[config.mk]
export PLATFORM = sky130hd
export DESIGN_NAME = pdc_top
export DESIGN_NICKNAME = d
export VERILOG_FILES = /design/src/pdc_pkg.sv /design/src/pdc_top.sv /design/src/pdc_lead_map.sv
export VERILOG_INCLUDE_DIRS = /design/src /design/src/src
export SDC_FILE = /design/constraint.sdc
export NUM_CORES = 1
export LEC_CHECK = 0
export BUFFER_PORTS_ARGS = -buffer_cell sky130_fd_sc_hd__clkbuf_2
export CORE_UTILIZATION = 35
export CTS_CLUSTER_DIAMETER = 80
export DETAILED_ROUTE_END_ITERATION = 7
export PLACE_DENSITY = 0.76
export SLEW_MARGIN = 20
export SYNTH_ARGS = -nofsm -noshare
export SYNTH_HDL_FRONTEND = slang
export SYNTH_SLANG_ARGS = --single-unit
[constraint.sdc]
create_clock -name pclk -period 3.2 [get_ports pclk]
set_clock_uncertainty 0.15 [all_clocks]
set_input_delay 0.48 -clock pclk [delete_from_list [all_inputs] [get_ports pclk]]
set_output_delay 0.48 -clock pclk [all_outputs]
set_load 0.02 [all_outputs]
[src/pdc_consts.svh]
// constants for the pace detection configuration register
`ifndef PDC_CONSTS_SVH
`define PDC_CONSTS_SVH
`define PDC_ADDR_W 12
`define PDC_ADDR_CONFIG 12'h004
`define PDC_CONFIG_RESET 24'h000F88
`define PDC_FIELD_MASK 24'h000FFF
`define PDC_BIT_WIDTH_FILT 11
`define PDC_BIT_VALID_B 10
`define PDC_BIT_VALID_A 9
`define PDC_SEL_A_LSB 3
`define PDC_SEL_W 2
`define PDC_EN_LSB 0
`define PDC_RESERVED_MSB 23
`define PDC_RESERVED_LSB 12
`define PDC_RSV_ZERO 12'h000
`define PDC_RDATA_PAD 8'h00
`define PDC_RDATA_ZERO 32'h0000_0000
`define PDC_ONEHOT_BASE 4'h1
`define PDC_LEAD_SEL_A_RST 2'h1
`define PDC_LEAD_SEL_B_RST 2'h0
`define PDC_LEAD_SEL_C_RST 2'h3
`endif

[src/pdc_pkg.sv]
// types shared by the pace detection configuration block
package pdc_pkg;
    typedef enum logic [1:0] {
        PDC_LEAD_I,
        PDC_LEAD_II,
        PDC_LEAD_III,
        PDC_LEAD_AVF
    } pdc_lead_t;
    typedef logic [23:0] pdc_cfg_t;
endpackage

[src/pdc_top.sv]
// pace detection configuration register with apb slave
//
// Summary of operation
// - The configuration register sits at address 0x04 and resets to filters on, detectors C/B/A on aVF/I/II, all off.
// - Bit 11 enables the width filter, bit 10 validation filter B, bit 9 validation filter A, each read/write.
// - A filter bit of one applies that filter, zero bypasses it, and each resets to one.
// - Bits [8:7], [6:5], [4:3] pick the lead of detectors C, B, A: 00 I, 01 II, 10 III, 11 aVF.
// - Bits 2, 1, 0 run detectors C, B, A on their selected lead when one and idle them when zero.
// - Every detector run bit resets to zero so nothing runs until software enables it.
// - A reduced variant stores none of the pace controls and the register then reads as zero.
`timescale 1ns/1ps
`include "pdc_consts.svh"
module pdc_top #(
    parameter bit FULL_FEATURE = 1'b1
) (
    input wire logic pclk,
    input wire logic presetn,
    input wire logic [`PDC_ADDR_W-1:0] paddr,
    input wire logic psel,
    input wire logic penable,
    input wire logic pwrite,
    input wire logic [31:0] pwdata,
    input wire logic [3:0] pstrb,
    output logic [31:0] prdata,
    output logic pready,
    output logic pslverr,
    output logic pulse_width_filter_en,
    output logic validation_filter_b_en,
    output logic validation_filter_a_en,
    output logic [2:0] detector_run,
    output logic [11:0] detector_lead
);
    import pdc_pkg::*;

    localparam pdc_cfg_t CFG_RST = FULL_FEATURE ? `PDC_CONFIG_RESET : 24'h000000;
    localparam pdc_cfg_t CFG_MASK = FULL_FEATURE ? `PDC_FIELD_MASK : 24'h000000;
    // index 0 is detector a, so the pattern lists a first
    localparam pdc_lead_t LEAD_RST [3] = '{pdc_lead_t'(`PDC_LEAD_SEL_A_RST),
        pdc_lead_t'(`PDC_LEAD_SEL_B_RST), pdc_lead_t'(`PDC_LEAD_SEL_C_RST)};

    function automatic logic addr_hit(input logic [`PDC_ADDR_W-1:0] a);
        addr_hit = (a == `PDC_ADDR_CONFIG);
    endfunction

    pdc_cfg_t cfg_reg;
    pdc_cfg_t cfg_next;
    logic [31:0] prdata_reg;
    logic pready_reg;
    logic pslverr_reg;

    wire logic setup = psel & ~penable;
    wire logic access = psel & penable & pready_reg;
    wire logic hit = addr_hit(paddr);
    wire logic wr_en = access & pwrite & hit;
    wire pdc_cfg_t wmask = {{8{pstrb[2]}}, {8{pstrb[1]}}, {8{pstrb[0]}}};
    // reserved bits never store, and reduced variant stores nothing
    wire pdc_cfg_t cfg_wr = ((cfg_reg & ~wmask) | (pwdata[23:0] & wmask)) & CFG_MASK;
    wire logic [31:0] prdata_next = (setup & hit) ? {`PDC_RDATA_PAD, cfg_reg} : `PDC_RDATA_ZERO;
    assign cfg_next = wr_en ? cfg_wr : cfg_reg;

    always_ff @(posedge pclk or negedge presetn) begin
        if (!presetn) begin
            cfg_reg <= CFG_RST;
            prdata_reg <= `PDC_RDATA_ZERO;
            pready_reg <= 1'b0;
            pslverr_reg <= 1'b0;
        end else begin
            cfg_reg <= cfg_next;
            prdata_reg <= prdata_next;
            pready_reg <= setup;
            pslverr_reg <= setup & ~hit;
        end
    end

    assign prdata = prdata_reg;
    assign pready = pready_reg;
    assign pslverr = pslverr_reg;
    assign pulse_width_filter_en = cfg_reg[`PDC_BIT_WIDTH_FILT];
    assign validation_filter_b_en = cfg_reg[`PDC_BIT_VALID_B];
    assign validation_filter_a_en = cfg_reg[`PDC_BIT_VALID_A];

    // index 0 is detector a, 1 is b, 2 is c
    genvar g;
    generate
        for (g = 0; g < 3; g++) begin : g_det
            pdc_lead_map #(
                .RESET_LEAD(LEAD_RST[g])
            ) u_map (
                .pclk(pclk),
                .presetn(presetn),
                .lead_sel(pdc_lead_t'(cfg_reg[`PDC_SEL_A_LSB + g*`PDC_SEL_W +: `PDC_SEL_W])),
                .run_en(cfg_reg[`PDC_EN_LSB + g]),
                .lead_onehot_reg(detector_lead[g*4 +: 4]),
                .run_reg(detector_run[g])
            );
        end
    endgenerate
endmodule

[src/pdc_lead_map.sv]
// one pace detector's registered lead one-hot and run enable
`timescale 1ns/1ps
`include "pdc_consts.svh"
module pdc_lead_map #(
    parameter pdc_pkg::pdc_lead_t RESET_LEAD = pdc_pkg::PDC_LEAD_I
) (
    input wire logic pclk,
    input wire logic presetn,
    input wire pdc_pkg::pdc_lead_t lead_sel,
    input wire logic run_en,
    output logic [3:0] lead_onehot_reg,
    output logic run_reg
);
    import pdc_pkg::*;

    localparam logic [3:0] ONEHOT_RST = `PDC_ONEHOT_BASE << RESET_LEAD;
    wire logic [3:0] lead_onehot_next = `PDC_ONEHOT_BASE << lead_sel;

    // new settings apply to the samples after the write
    always_ff @(posedge pclk or negedge presetn) begin
        if (!presetn) begin
            lead_onehot_reg <= ONEHOT_RST;
            run_reg <= 1'b0;
        end else begin
            lead_onehot_reg <= lead_onehot_next;
            run_reg <= run_en;
        end
    end
endmodule

Word level (Yosys, flattened, before mapping)
Cells that the tools add are included.
{ "classes": {"n_addsub": 0, "mul": 0, "div_mod_pow": 0, "magnitude_cmp": 0, "n_eq_ne": 1, "shifts": 3, "n_mux": 1, "bitwise": 13, "reduce_logical": 0} }
{ "op_table": {"columns": ["cell", "n"], "rows": [
  ["12-bit AND", 2],
  ["12-bit by 3-bit == test with 1-bit output (second input constant)", 1],
  ["12-bit two-way mux", 1],
  ["12-bit inverter", 1],
  ["12-bit bitwise OR", 1],
  ["1-bit by 2-bit << shifter with 4-bit output (first input constant)", 3],
  ["1-bit AND", 7],
  ["1-bit inverter", 2]
]} }
{ "totals": {"reg_bits": 41, "latch_bits": 0, "ramBits": 0, "romBits": 0, "input_bits": 53, "output_inout_bits": 52, "elab_cells": 28, "memories": 0} }

Logic depth before layout (Yosys ltp)
Gate-level depths: netlist (run 1).
{ "logic_depth": {"word_depth": 4, "depth_mapped": 5, "ltp_nobuf": 4} }

By module
From an unflattened synthesis (run 1), not the netlist that was laid out.
{ "unflattened": {"hier_cells": 112, "hier_area_um2": 1574.0} }
{ "by_module_without_submodules": {"columns": ["module", "n_inst", "cells_per_inst", "area_per_inst_um2", "seq_area_each_um2"], "rows": [
  ["pdc_top", 1, 85, 1116.1, 658.1],
  ["pdc_lead_map", 3, 9, 152.6, 126.4]
]} }

Least setup slack after synthesis (run 1)
No wires, ideal clock.
{ "synth_timing": {"kind": "input port to flip-flop", "from": "input paddr[6]", "to": "register with a tool-made name", "setup_time_ns": 0.125, "arrival_ns": 1.686, "required_ns": 2.925, "slack_ns": 1.239, "cell_stages": 4, "path_buffers": 0, "path_cell_list": "or4_4 -> and4b_2 -> nand2_4 -> mux2_2"} }
{ "synth_rtl": {"columns": ["item", "line", "rtl"], "rows": [
  ["from (decl)", "pdc_top.sv:18", "input wire logic [`PDC_ADDR_W-1:0] paddr,"]
]} }

==> results.yml, run 1 <==
drt:
  drtAntennaViolNets: 0
  met1_length_um: 1090
  via_count: 964
  post_drt_wl_per_cell_um: 10.5
  drt_iter0_markers: 41
  dr.pass1.iters: 3
  wl_met3_um: 146
  top_layer_used: "met4"
  routed_via_density: 4.14
  wl_met2_um: 1190
  route.detailed.drc: 0
  routed_wl_um: 2460
yosys:
  synth.most_common_cell: "dfrtp_1"
  synth_common_cells: "32 x dfrtp_1, 23 x buf_4, 15 x and2_1"
  synth.area.top_cells: "dfrtp_1 51%, dfstp_2 15%, buf_4 11%"
  ys_ff_latch: 41
  syn_inst: 115
  yosysTopAreaCell: "dfrtp_1"
  synth_top_area_share_pct: 50.5
  postSynthAreaPerCell_um2: 13.8
  synth.cell_area_mm2: 0.00159
  synthArstFlopShare_pct: 100
  yosysWarnings: 0
  synthDistinctLibCells: 20
  yosys_most_used_dff: "dfrtp_1"
  synth_edf_count: 0
  synth-seq-area-share_pct: 65.4
clocking:
  cts_root_buf: "clkbuf_8"
  cts_tree: "built"
  post_cts_resized: 0
  cts_setup_buffers: 0
  numCtsBuffers: 5
  cts-hold-fix-buffers: 0
  clkTransAtPathRegs_ns: 0.07
  htreeDepth: 2
  clk_latency_ns: 0.28
  cts.path.max_buffers: 2
  cts.sinks: 41
setup_path:
  crit_type: "in2reg"
  required_ns: 3.22
  critPathArrivalTime_ns: 1.85
  crit_fanout: 8
  end_kind: "register"
  startpoint_type: "input port"
finish:
  final_nets: 233
  antenna_cells: 0
  drive_above_1_share_pct: 51.4
  area_growth_pct: 22.6
  fin_cells: 233
power_and_ir_drop:
  pwr-share-seq_pct: 58.6
  power_density_mw_per_mm2: 457
  pwr-share-comb_pct: 6.1
  p_switching_uw: 198
  total_power_uw: 888
  p_int_uw: 690
  swShare_pct: 22.3
  peakVddDrop_mv: 0.126
  leakage_nw: 1.09
  p_clk_share_pct: 35.3
timing:
  fin_tns_setup_ns: 0
  max_freq_ghz: 0.545
  setup_viol: 0
  relSlewSlack_pct: 42.2
  worstMarginPinSlew_ns: 0.867
  fin_crit_ns: 1.84
  rsz0062_at_grt: "no"
  hold_slack_ns: 0.165
  drv_slew: 0
  fin_crit_sh_pct: 57.4
  final_hold_viol_count: 0
die:
  core_area_mm2: 0.00435
  die_area_mm2: 0.00480
  die_h_um: 69.3
  ioPinCount: 105
  std_cell_rows: 24
  start_util_pct: 36.4
  die_w_um: 69.3
place:
  dp_cells: 225
  port_buffers: 62
  gp_congestion: 0.685
  dp_hpwl_um: 1810
grt:
  grt_pass1_vias: 816
  grt_max_degree: 42
  track_usage_pct: 10.4
  grt_pass1_wl_um: 3800
  antenna_found_initial: 0
  gr-total-overflow: 0
run:
  drv_cap: 0
min_path:
  hold_class: "in2async"
outcome:
  run_status: "completed"
-- power by group through the flow --
stage | logic [mW] | registers, mW | clock network, mW
after floorplan | 0.0421 | 0.532 | 0
after global routing | 0.0600 | 0.520 | 0.348
after detailed placement | 0.0552 | 0.530 | 0
after CTS | 0.0554 | 0.520 | 0.324
final | 0.0543 | 0.520 | 0.314
after global placement | 0.0545 | 0.530 | 0
-- path summary, 6_finish.rpt --
path | startpoint | end | slack (ns) | depth (start not counted)
min reg2reg | register | g_det[2].u_map.run_reg | 0.24 | 0
max in group asynchronous | presetn | g_det[0].u_map.lead_onehot_reg[2] | 2.20 | 1
max | paddr[6] | register | 1.36 | 5
max reg2reg | pready | register | 1.60 | 4
min in group pclk | register | g_det[2].u_map.run_reg | 0.24 | 0
min | presetn | prdata[0] | 0.16 | 1
-- cells by family after synthesis --
family	count (synthesis)	share of synthesized area, %
buf+inv	25	11.4
flops	41	65.4
mux	12	8.52
other cells	1	0.237
simple gates	36	14.4
-- critical path, stage by stage --
cell      delay, ns
clkbuf_2       0.08
or4_4          0.53
and4b_2        0.34
nand2_4        0.12
mux2_2         0.29
-- metrics by stage --
step | setup slack [ns] | area, um^2 | utilization (%)
5_1_grt | 1.34 | 1940 | 44.6
3_5_place_dp | 1.06 | 1860 | 42.8
4_1_cts | 1.36 | 1940 | 44.6
2_1_floorplan | 1.24 | 1660 | -
6_report | 1.36 | 1940 | 44.6
3_3_place_gp | 1.08 | 1860 | 42.8
-- routing by layer --
layer	GRT usage, %	up-vias
met5	0	-
met4	5.44	0
met3	3.63	2
met2	16.0	48
met1	12.9	459
li1	-	455
-- cells in the final DEF (no fill, tap or decap), types with 3 or more instances in the layout --
master | Yosys | final
clkbuf_2 | 0 | 61
nor2b_1 | 6 | 6
dfstp_2 | 9 | 9
dfrtp_1 | 32 | 32
nor2_1 | 5 | 5
and2_1 | 15 | 15
clkbuf_8 | 0 | 5
conb_1 | 1 | 20
clkbuf_1 | 1 | 3
mux2_2 | 12 | 12
-- area by class of cell --
class | count | area (um^2)
repair buffers | 63 | 318
flip-flops and latches | 41 | 1040
multi-input cells | 68 | 439
inverters | 1 | 3.75
clock buffers | 8 | 80.1
well taps | 52 | 65.1
fillers | 431 | 2410
No activity file was read; power rests on OpenSTA's default activity.
==> run 2, diff against run 1 <==
--- a/config.mk
+++ b/config.mk
@@ -10,7 +10,7 @@
 export CORE_UTILIZATION = 35
 export CTS_CLUSTER_DIAMETER = 80
 export DETAILED_ROUTE_END_ITERATION = 7
-export PLACE_DENSITY = 0.76
+export PLACE_DENSITY = 0.78
 export SLEW_MARGIN = 20
 export SYNTH_ARGS = -nofsm -noshare
 export SYNTH_HDL_FRONTEND = slang
==> constraint.sdc (replaced) <==
create_clock -name pclk -period 1.5 [get_ports pclk]
set_clock_uncertainty 0.15 [all_clocks]
set_input_delay 0.225 -clock pclk [delete_from_list [all_inputs] [get_ports pclk]]
set_output_delay 0.225 -clock pclk [all_outputs]
set_load 0.02 [all_outputs]
==> run 2 against run 1 <==
Compared with the run above: the run now ends with negative setup slack left; sequential share of layout area decreased by 2.3 points; setup slack got worse by 1.5 ns; cell area is 4.6% higher; worst hold slack got worse by 0.15 ns; critical path depth did not move; wire length increased by 2.9%; global-route usage grew 0.82 points; sequential cell count did not move; die area unchanged; cell count grew 1.3%; highest routed layer unchanged.
==> results.yml, run 2 (synthesized netlist as in run 1, its figures left out) <==
outcome:
  run_status: "complete, but fails checks"
  violations: "negative setup slack"
finish:
  final_util_pct: 46.7
  antenna_cells: 0
  final_nets: 237
  final_common_cell: "clkbuf_2"
  area_growth_pct: 28.2
  fin_cells: 236
  final_cell_mix: "61 x clkbuf_2, 32 x dfrtp_1, 20 x conb_1"
  fill_cells: 416
  drive_above_1_share_pct: 53.3
grt:
  grt_pass1_wl_um: 4020
  antenna_found_initial: 0
  track_usage_pct: 11.2
  gr-total-overflow: 0
  grt_max_degree: 42
  grt_pass1_vias: 892
drt:
  dr.pass1.iters: 4
  routed_via_density: 4.09
  post_drt_wl_per_cell_um: 10.7
  drt_iter0_markers: 35
  routed_wl_um: 2530
  via_count: 966
  route.detailed.drc: 0
  drtAntennaViolNets: 0
clocking:
  cts_setup_buffers: 0
  cts_tree: "built"
  numCtsBuffers: 5
  clkTransAtPathRegs_ns: 0.07
  clk_latency_ns: 0.29
  cts.sinks: 41
  cts.path.max_buffers: 2
  htreeDepth: 2
  cts_root_buf: "clkbuf_8"
timing:
  hold_slack_ns: 0.0185
  max_freq_ghz: 0.623
  finalWorstSetupSlack_ns: -0.105
  setup_viol: 12
  drv_slew: 0
  fin_crit_sh_pct: 107
  fin_crit_ns: 1.60
  rsz0062_at_grt: "yes"
  final_hold_viol_count: 0
setup_path:
  startpoint_type: "input port"
  cp-startpoint: "paddr[11]"
  rrSetupSlack_ns: -0.06
  crit_fanout: 8
  r2r_start: "pready"
  crit_type: "in2reg"
  end_kind: "register"
  required_ns: 1.52
  critPathArrivalTime_ns: 1.62
place:
  dp_hpwl_um: 1840
  dp_slack_ns: -0.369
  port_buffers: 62
  gp_congestion: 0.651
  dp_cells: 227
power_and_ir_drop:
  peakVddDrop_mv: 0.344
  leakage_nw: 1.14
  power_density_mw_per_mm2: 930
die:
  ioPinCount: 105
  std_cell_rows: 24
  die_h_um: 69.3
  die_area_mm2: 0.00480
  core_area_mm2: 0.00435
  start_util_pct: 36.4
  die_w_um: 69.3
min_path:
  worstHoldStart: "pwdata[0]"
  hold_class: "in2reg"
run:
  drv_cap: 0
==> run 2: cell count changes in the layout (fill, tap and decap cells not counted) <==
cell           previous run  this run
buf_12                    0         1
buf_4                     1         2
buf_6                     0         1
clkbuf_1                  3         1
clkinv_2                  0         1
dlygate4sd3_1             0         1
mux2_2                   12         6
mux2_4                    0         6
nand2_4                   1         0
nand2_8                   0         1
nor3_1                    1         0
nor3_4                    0         1
==> run 2: path summary, 6_finish.rpt <==
kind,to,depth (start not counted)
max in group asynchronous,async pin,3
worst min register to register,g_det[2].u_map.run_reg,0
min in group asynchronous,prdata[1],3
worst max-delay path,register,5
worst max register to register,register,4
worst min-delay path,register,2
==> run 2: where the power goes <==
group | internal, mW | switching (mW)
Sequential | 1.11 | 0.00124
Clock | 0.316 | 0.333
Combinational | 0.0429 | 0.0869
==> run 2: repair_timing <==
action	in CTS	in global routing
pin swaps	1	2
setup endpoints to repair	12	19
hold buffers	1	0
cloned	0	1
gates resized for setup	6	5
hold endpoints to repair	41	0
==> run 2: area by class of cell <==
| type | instances | area [um^2] | share of cell area (%) |
|---|---|---|---|
| Tap cell | 52 | 65.1 | 3.20 |
| Multi-Input combinational cell | 68 | 482 | 23.7 |
| Timing Repair Buffer | 67 | 367 | 18.0 |
| Inverter | 1 | 3.75 | 0.185 |
| Clock buffer | 6 | 72.6 | 3.57 |
| Sequential cell | 41 | 1040 | 51.0 |
| Clock inverter | 1 | 5.00 | 0.246 |
==> run 2: per-layer routing <==
metal | part of all wire (%) | up-vias | global-route usage [%]
met5 | 0 | - | 0
met1 | 40 | 450 | 12.3
met2 | 50 | 49 | 18.9
met3 | 6.9 | 6 | 3.49
met4 | 2.6 | 0 | 6.80
li1 | - | 461 | -
==> run 2: critical path: stages <==
cell	delay, ns
buf_6	0.09
or4_4	0.52
and4b_2	0.38
nand2_8	0.10
mux2_4	0.31
==> run 2: metrics by stage <==
step                TNS [ns]  power, mW  cell area [um^2]
finish                -0.874       1.89              2030
global placement       -5.77       1.25              1890
floorplan              -2.19       1.22              1660
detailed placement     -6.92       1.26              1890
CTS                   -0.859       1.91              2000
global route           -1.42       1.98              2030
==> run 3, diff against run 2 <==
--- a/config.mk
+++ b/config.mk
@@ -7,10 +7,11 @@
 export NUM_CORES = 1
 export LEC_CHECK = 0
 export BUFFER_PORTS_ARGS = -buffer_cell sky130_fd_sc_hd__clkbuf_2
-export CORE_UTILIZATION = 35
+export CORE_UTILIZATION = 37
 export CTS_CLUSTER_DIAMETER = 80
 export DETAILED_ROUTE_END_ITERATION = 7
-export PLACE_DENSITY = 0.78
+export GPL_TIMING_DRIVEN = 0
+export PLACE_DENSITY = 0.82
 export SLEW_MARGIN = 20
 export SYNTH_ARGS = -nofsm -noshare
 export SYNTH_HDL_FRONTEND = slang
==> run 3 against run 2 <==
Compared with the run above: the flow still finishes with violations (negative setup slack); cell count rose by 8.9%; total power rose by 4.8%; utilization rose by 7.3 points; register-to-register slack improved by 0.04 ns; highest routed layer unchanged; wire length rose by 9.4%; combinational power rose by 26%; cell area rose by 7.7%; critical path type unchanged; first-iteration DRC count fell by 26%; setup slack improved by 0.00081 ns; clock power rose by 8.6%.
==> results.yml, run 3 (synthesized netlist as in run 1, its figures left out) <==
power_and_ir_drop:
  p_switching_uw: 424
  peakVddDrop_mv: 0.328
  swShare_pct: 21.4
  p_int_mw: 1.55
  pwr-share-seq_pct: 56.1
  total_power_mw: 1.98
  leakage_nw: 1.26
  power_density_mw_per_mm2: 904
  p_clk_share_pct: 35.6
  pwr-share-comb_pct: 8.3
outcome:
  run_status: "complete, but fails checks"
  violations: "negative setup slack"
clocking:
  cts_root_buf: "clkbuf_8"
  cts_tree: "built"
  htreeDepth: 2
  clk_latency_ns: 0.28
  cts.path.max_buffers: 2
  cts.sinks: 41
  numCtsBuffers: 5
  clkTransAtPathRegs_ns: 0.07
finish:
  area_growth_pct: 38.0
  fin_cells: 257
  drive_above_1_share_pct: 58.0
  antenna_cells: 0
  final_common_cell: "clkbuf_2"
  final_cell_mix: "61 x clkbuf_2, 32 x dfrtp_1, 25 x buf_4"
  final_util_pct: 53.9
  final_nets: 259
setup_path:
  crit_fanout: 8
  startpoint_type: "input port"
  required_ns: 1.52
  critPathArrivalTime_ns: 1.62
  crit_type: "in2reg"
  end_kind: "register"
drt:
  routed_wl_um: 2770
  dr.pass1.iters: 2
  drtAntennaViolNets: 0
  route.detailed.drc: 0
  routed_via_density: 4.00
  drt_iter0_markers: 26
  via_count: 1029
  post_drt_wl_per_cell_um: 10.8
die:
  std_cell_rows: 23
  core_area_mm2: 0.00406
  start_util_pct: 39.1
  die_w_um: 67.5
  ioPinCount: 105
  die_h_um: 67.5
  die_area_mm2: 0.00455
timing:
  finalWorstSetupSlack_ns: -0.104
  setup_viol: 12
  final_hold_viol_count: 0
  drv_slew: 0
  rsz0062_at_grt: "yes"
  max_freq_ghz: 0.623
  fin_crit_ns: 1.60
  relSlewSlack_pct: 42.4
  worstMarginPinSlew_ns: 0.863
  fin_tns_setup_ns: -0.844
  fin_crit_sh_pct: 107
grt:
  gr-total-overflow: 0
  grt_max_degree: 42
  track_usage_pct: 12.6
  grt_pass1_wl_um: 4020
  antenna_found_initial: 0
  grt_pass1_vias: 948
run:
  drv_cap: 0
place:
  dp_cells: 246
  gp_congestion: 0.679
  dp_hpwl_um: 2050
  port_buffers: 62
min_path:
  hold_class: "in2reg"
-- run 3: changes by cell type in the layout (fill, tap and decap cells not counted), sizes merged --
cell    delta
clkinv     -1
clkbuf     +2
buf       +22
-- run 3: final cells by class --
class / count / area [um^2]
clock buffers: 8 / 90.1
inverters: 1 / 3.75
repair buffers: 65 / 333
flip-flops and latches: 41 / 1040
fillers: 363 / 1870
well taps: 50 / 62.6
plain buffers: 24 / 180
multi-input cells: 68 / 482
-- run 3: worst paths after layout --
| check | slack [ns] | from | depth (start not counted) | to |
|---|---|---|---|---|
| worst max-delay path | -0.10 | paddr[11] | 5 | register |
| worst min-delay path | 0.02 | pwdata[5] | 2 | register |
| worst max register to register | -0.02 | pready | 4 | register |
| worst min register to register | 0.25 | register | 0 | g_det[1].u_map.run_reg |
| max in group asynchronous | 0.22 | presetn | 2 | prdata[0] |
| min in group asynchronous | 0.44 | presetn | 2 | prdata[2] |
-- run 3: repair_timing --
action                                 4_1_cts  5_1_grt
pin swaps                                    0        3
buffers inserted                             0        1
resized for setup                            1       13
setup endpoints to repair                   22       46
hold buffers                                 1        0
endpoints found under the hold margin       32        0
gates cloned                                 0        1
-- run 3: critical path: stages --
cell and delay (ns):
clkbuf_2 0.08, or4_4 0.52, and4b_2 0.37, nand2_8 0.11, mux2_4 0.31
-- run 3: routing by layer --
metal	global-route usage, %	up-vias	wire length, um
met5	0	-	0
met1	12.9	465	1130
li1	-	509	-
met2	22.4	51	1430
met3	4.39	4	157
met4	6.38	0	51
-- run 3: metrics by stage --
stage	hold slack (ns)	instance area, um^2	worst slack [ns]
2_1_floorplan	-0.221	1660	-0.203
3_3_place_gp	0.217	2030	-0.345
3_5_place_dp	0.225	2030	-0.369
4_1_cts	0.0205	2140	-0.103
5_1_grt	0.0134	2190	-0.123
6_report	0.0208	2190	-0.104
-- run 3: power by group through the flow --
stage	Sequential [mW]	Clock, mW	Combinational, mW
4_1_cts	1.11	0.724	0.160
3_3_place_gp	1.13	0	0.156
3_5_place_dp	1.13	0	0.158
5_1_grt	1.11	0.766	0.181
6_report	1.11	0.705	0.164
2_1_floorplan	1.13	0	0.0896
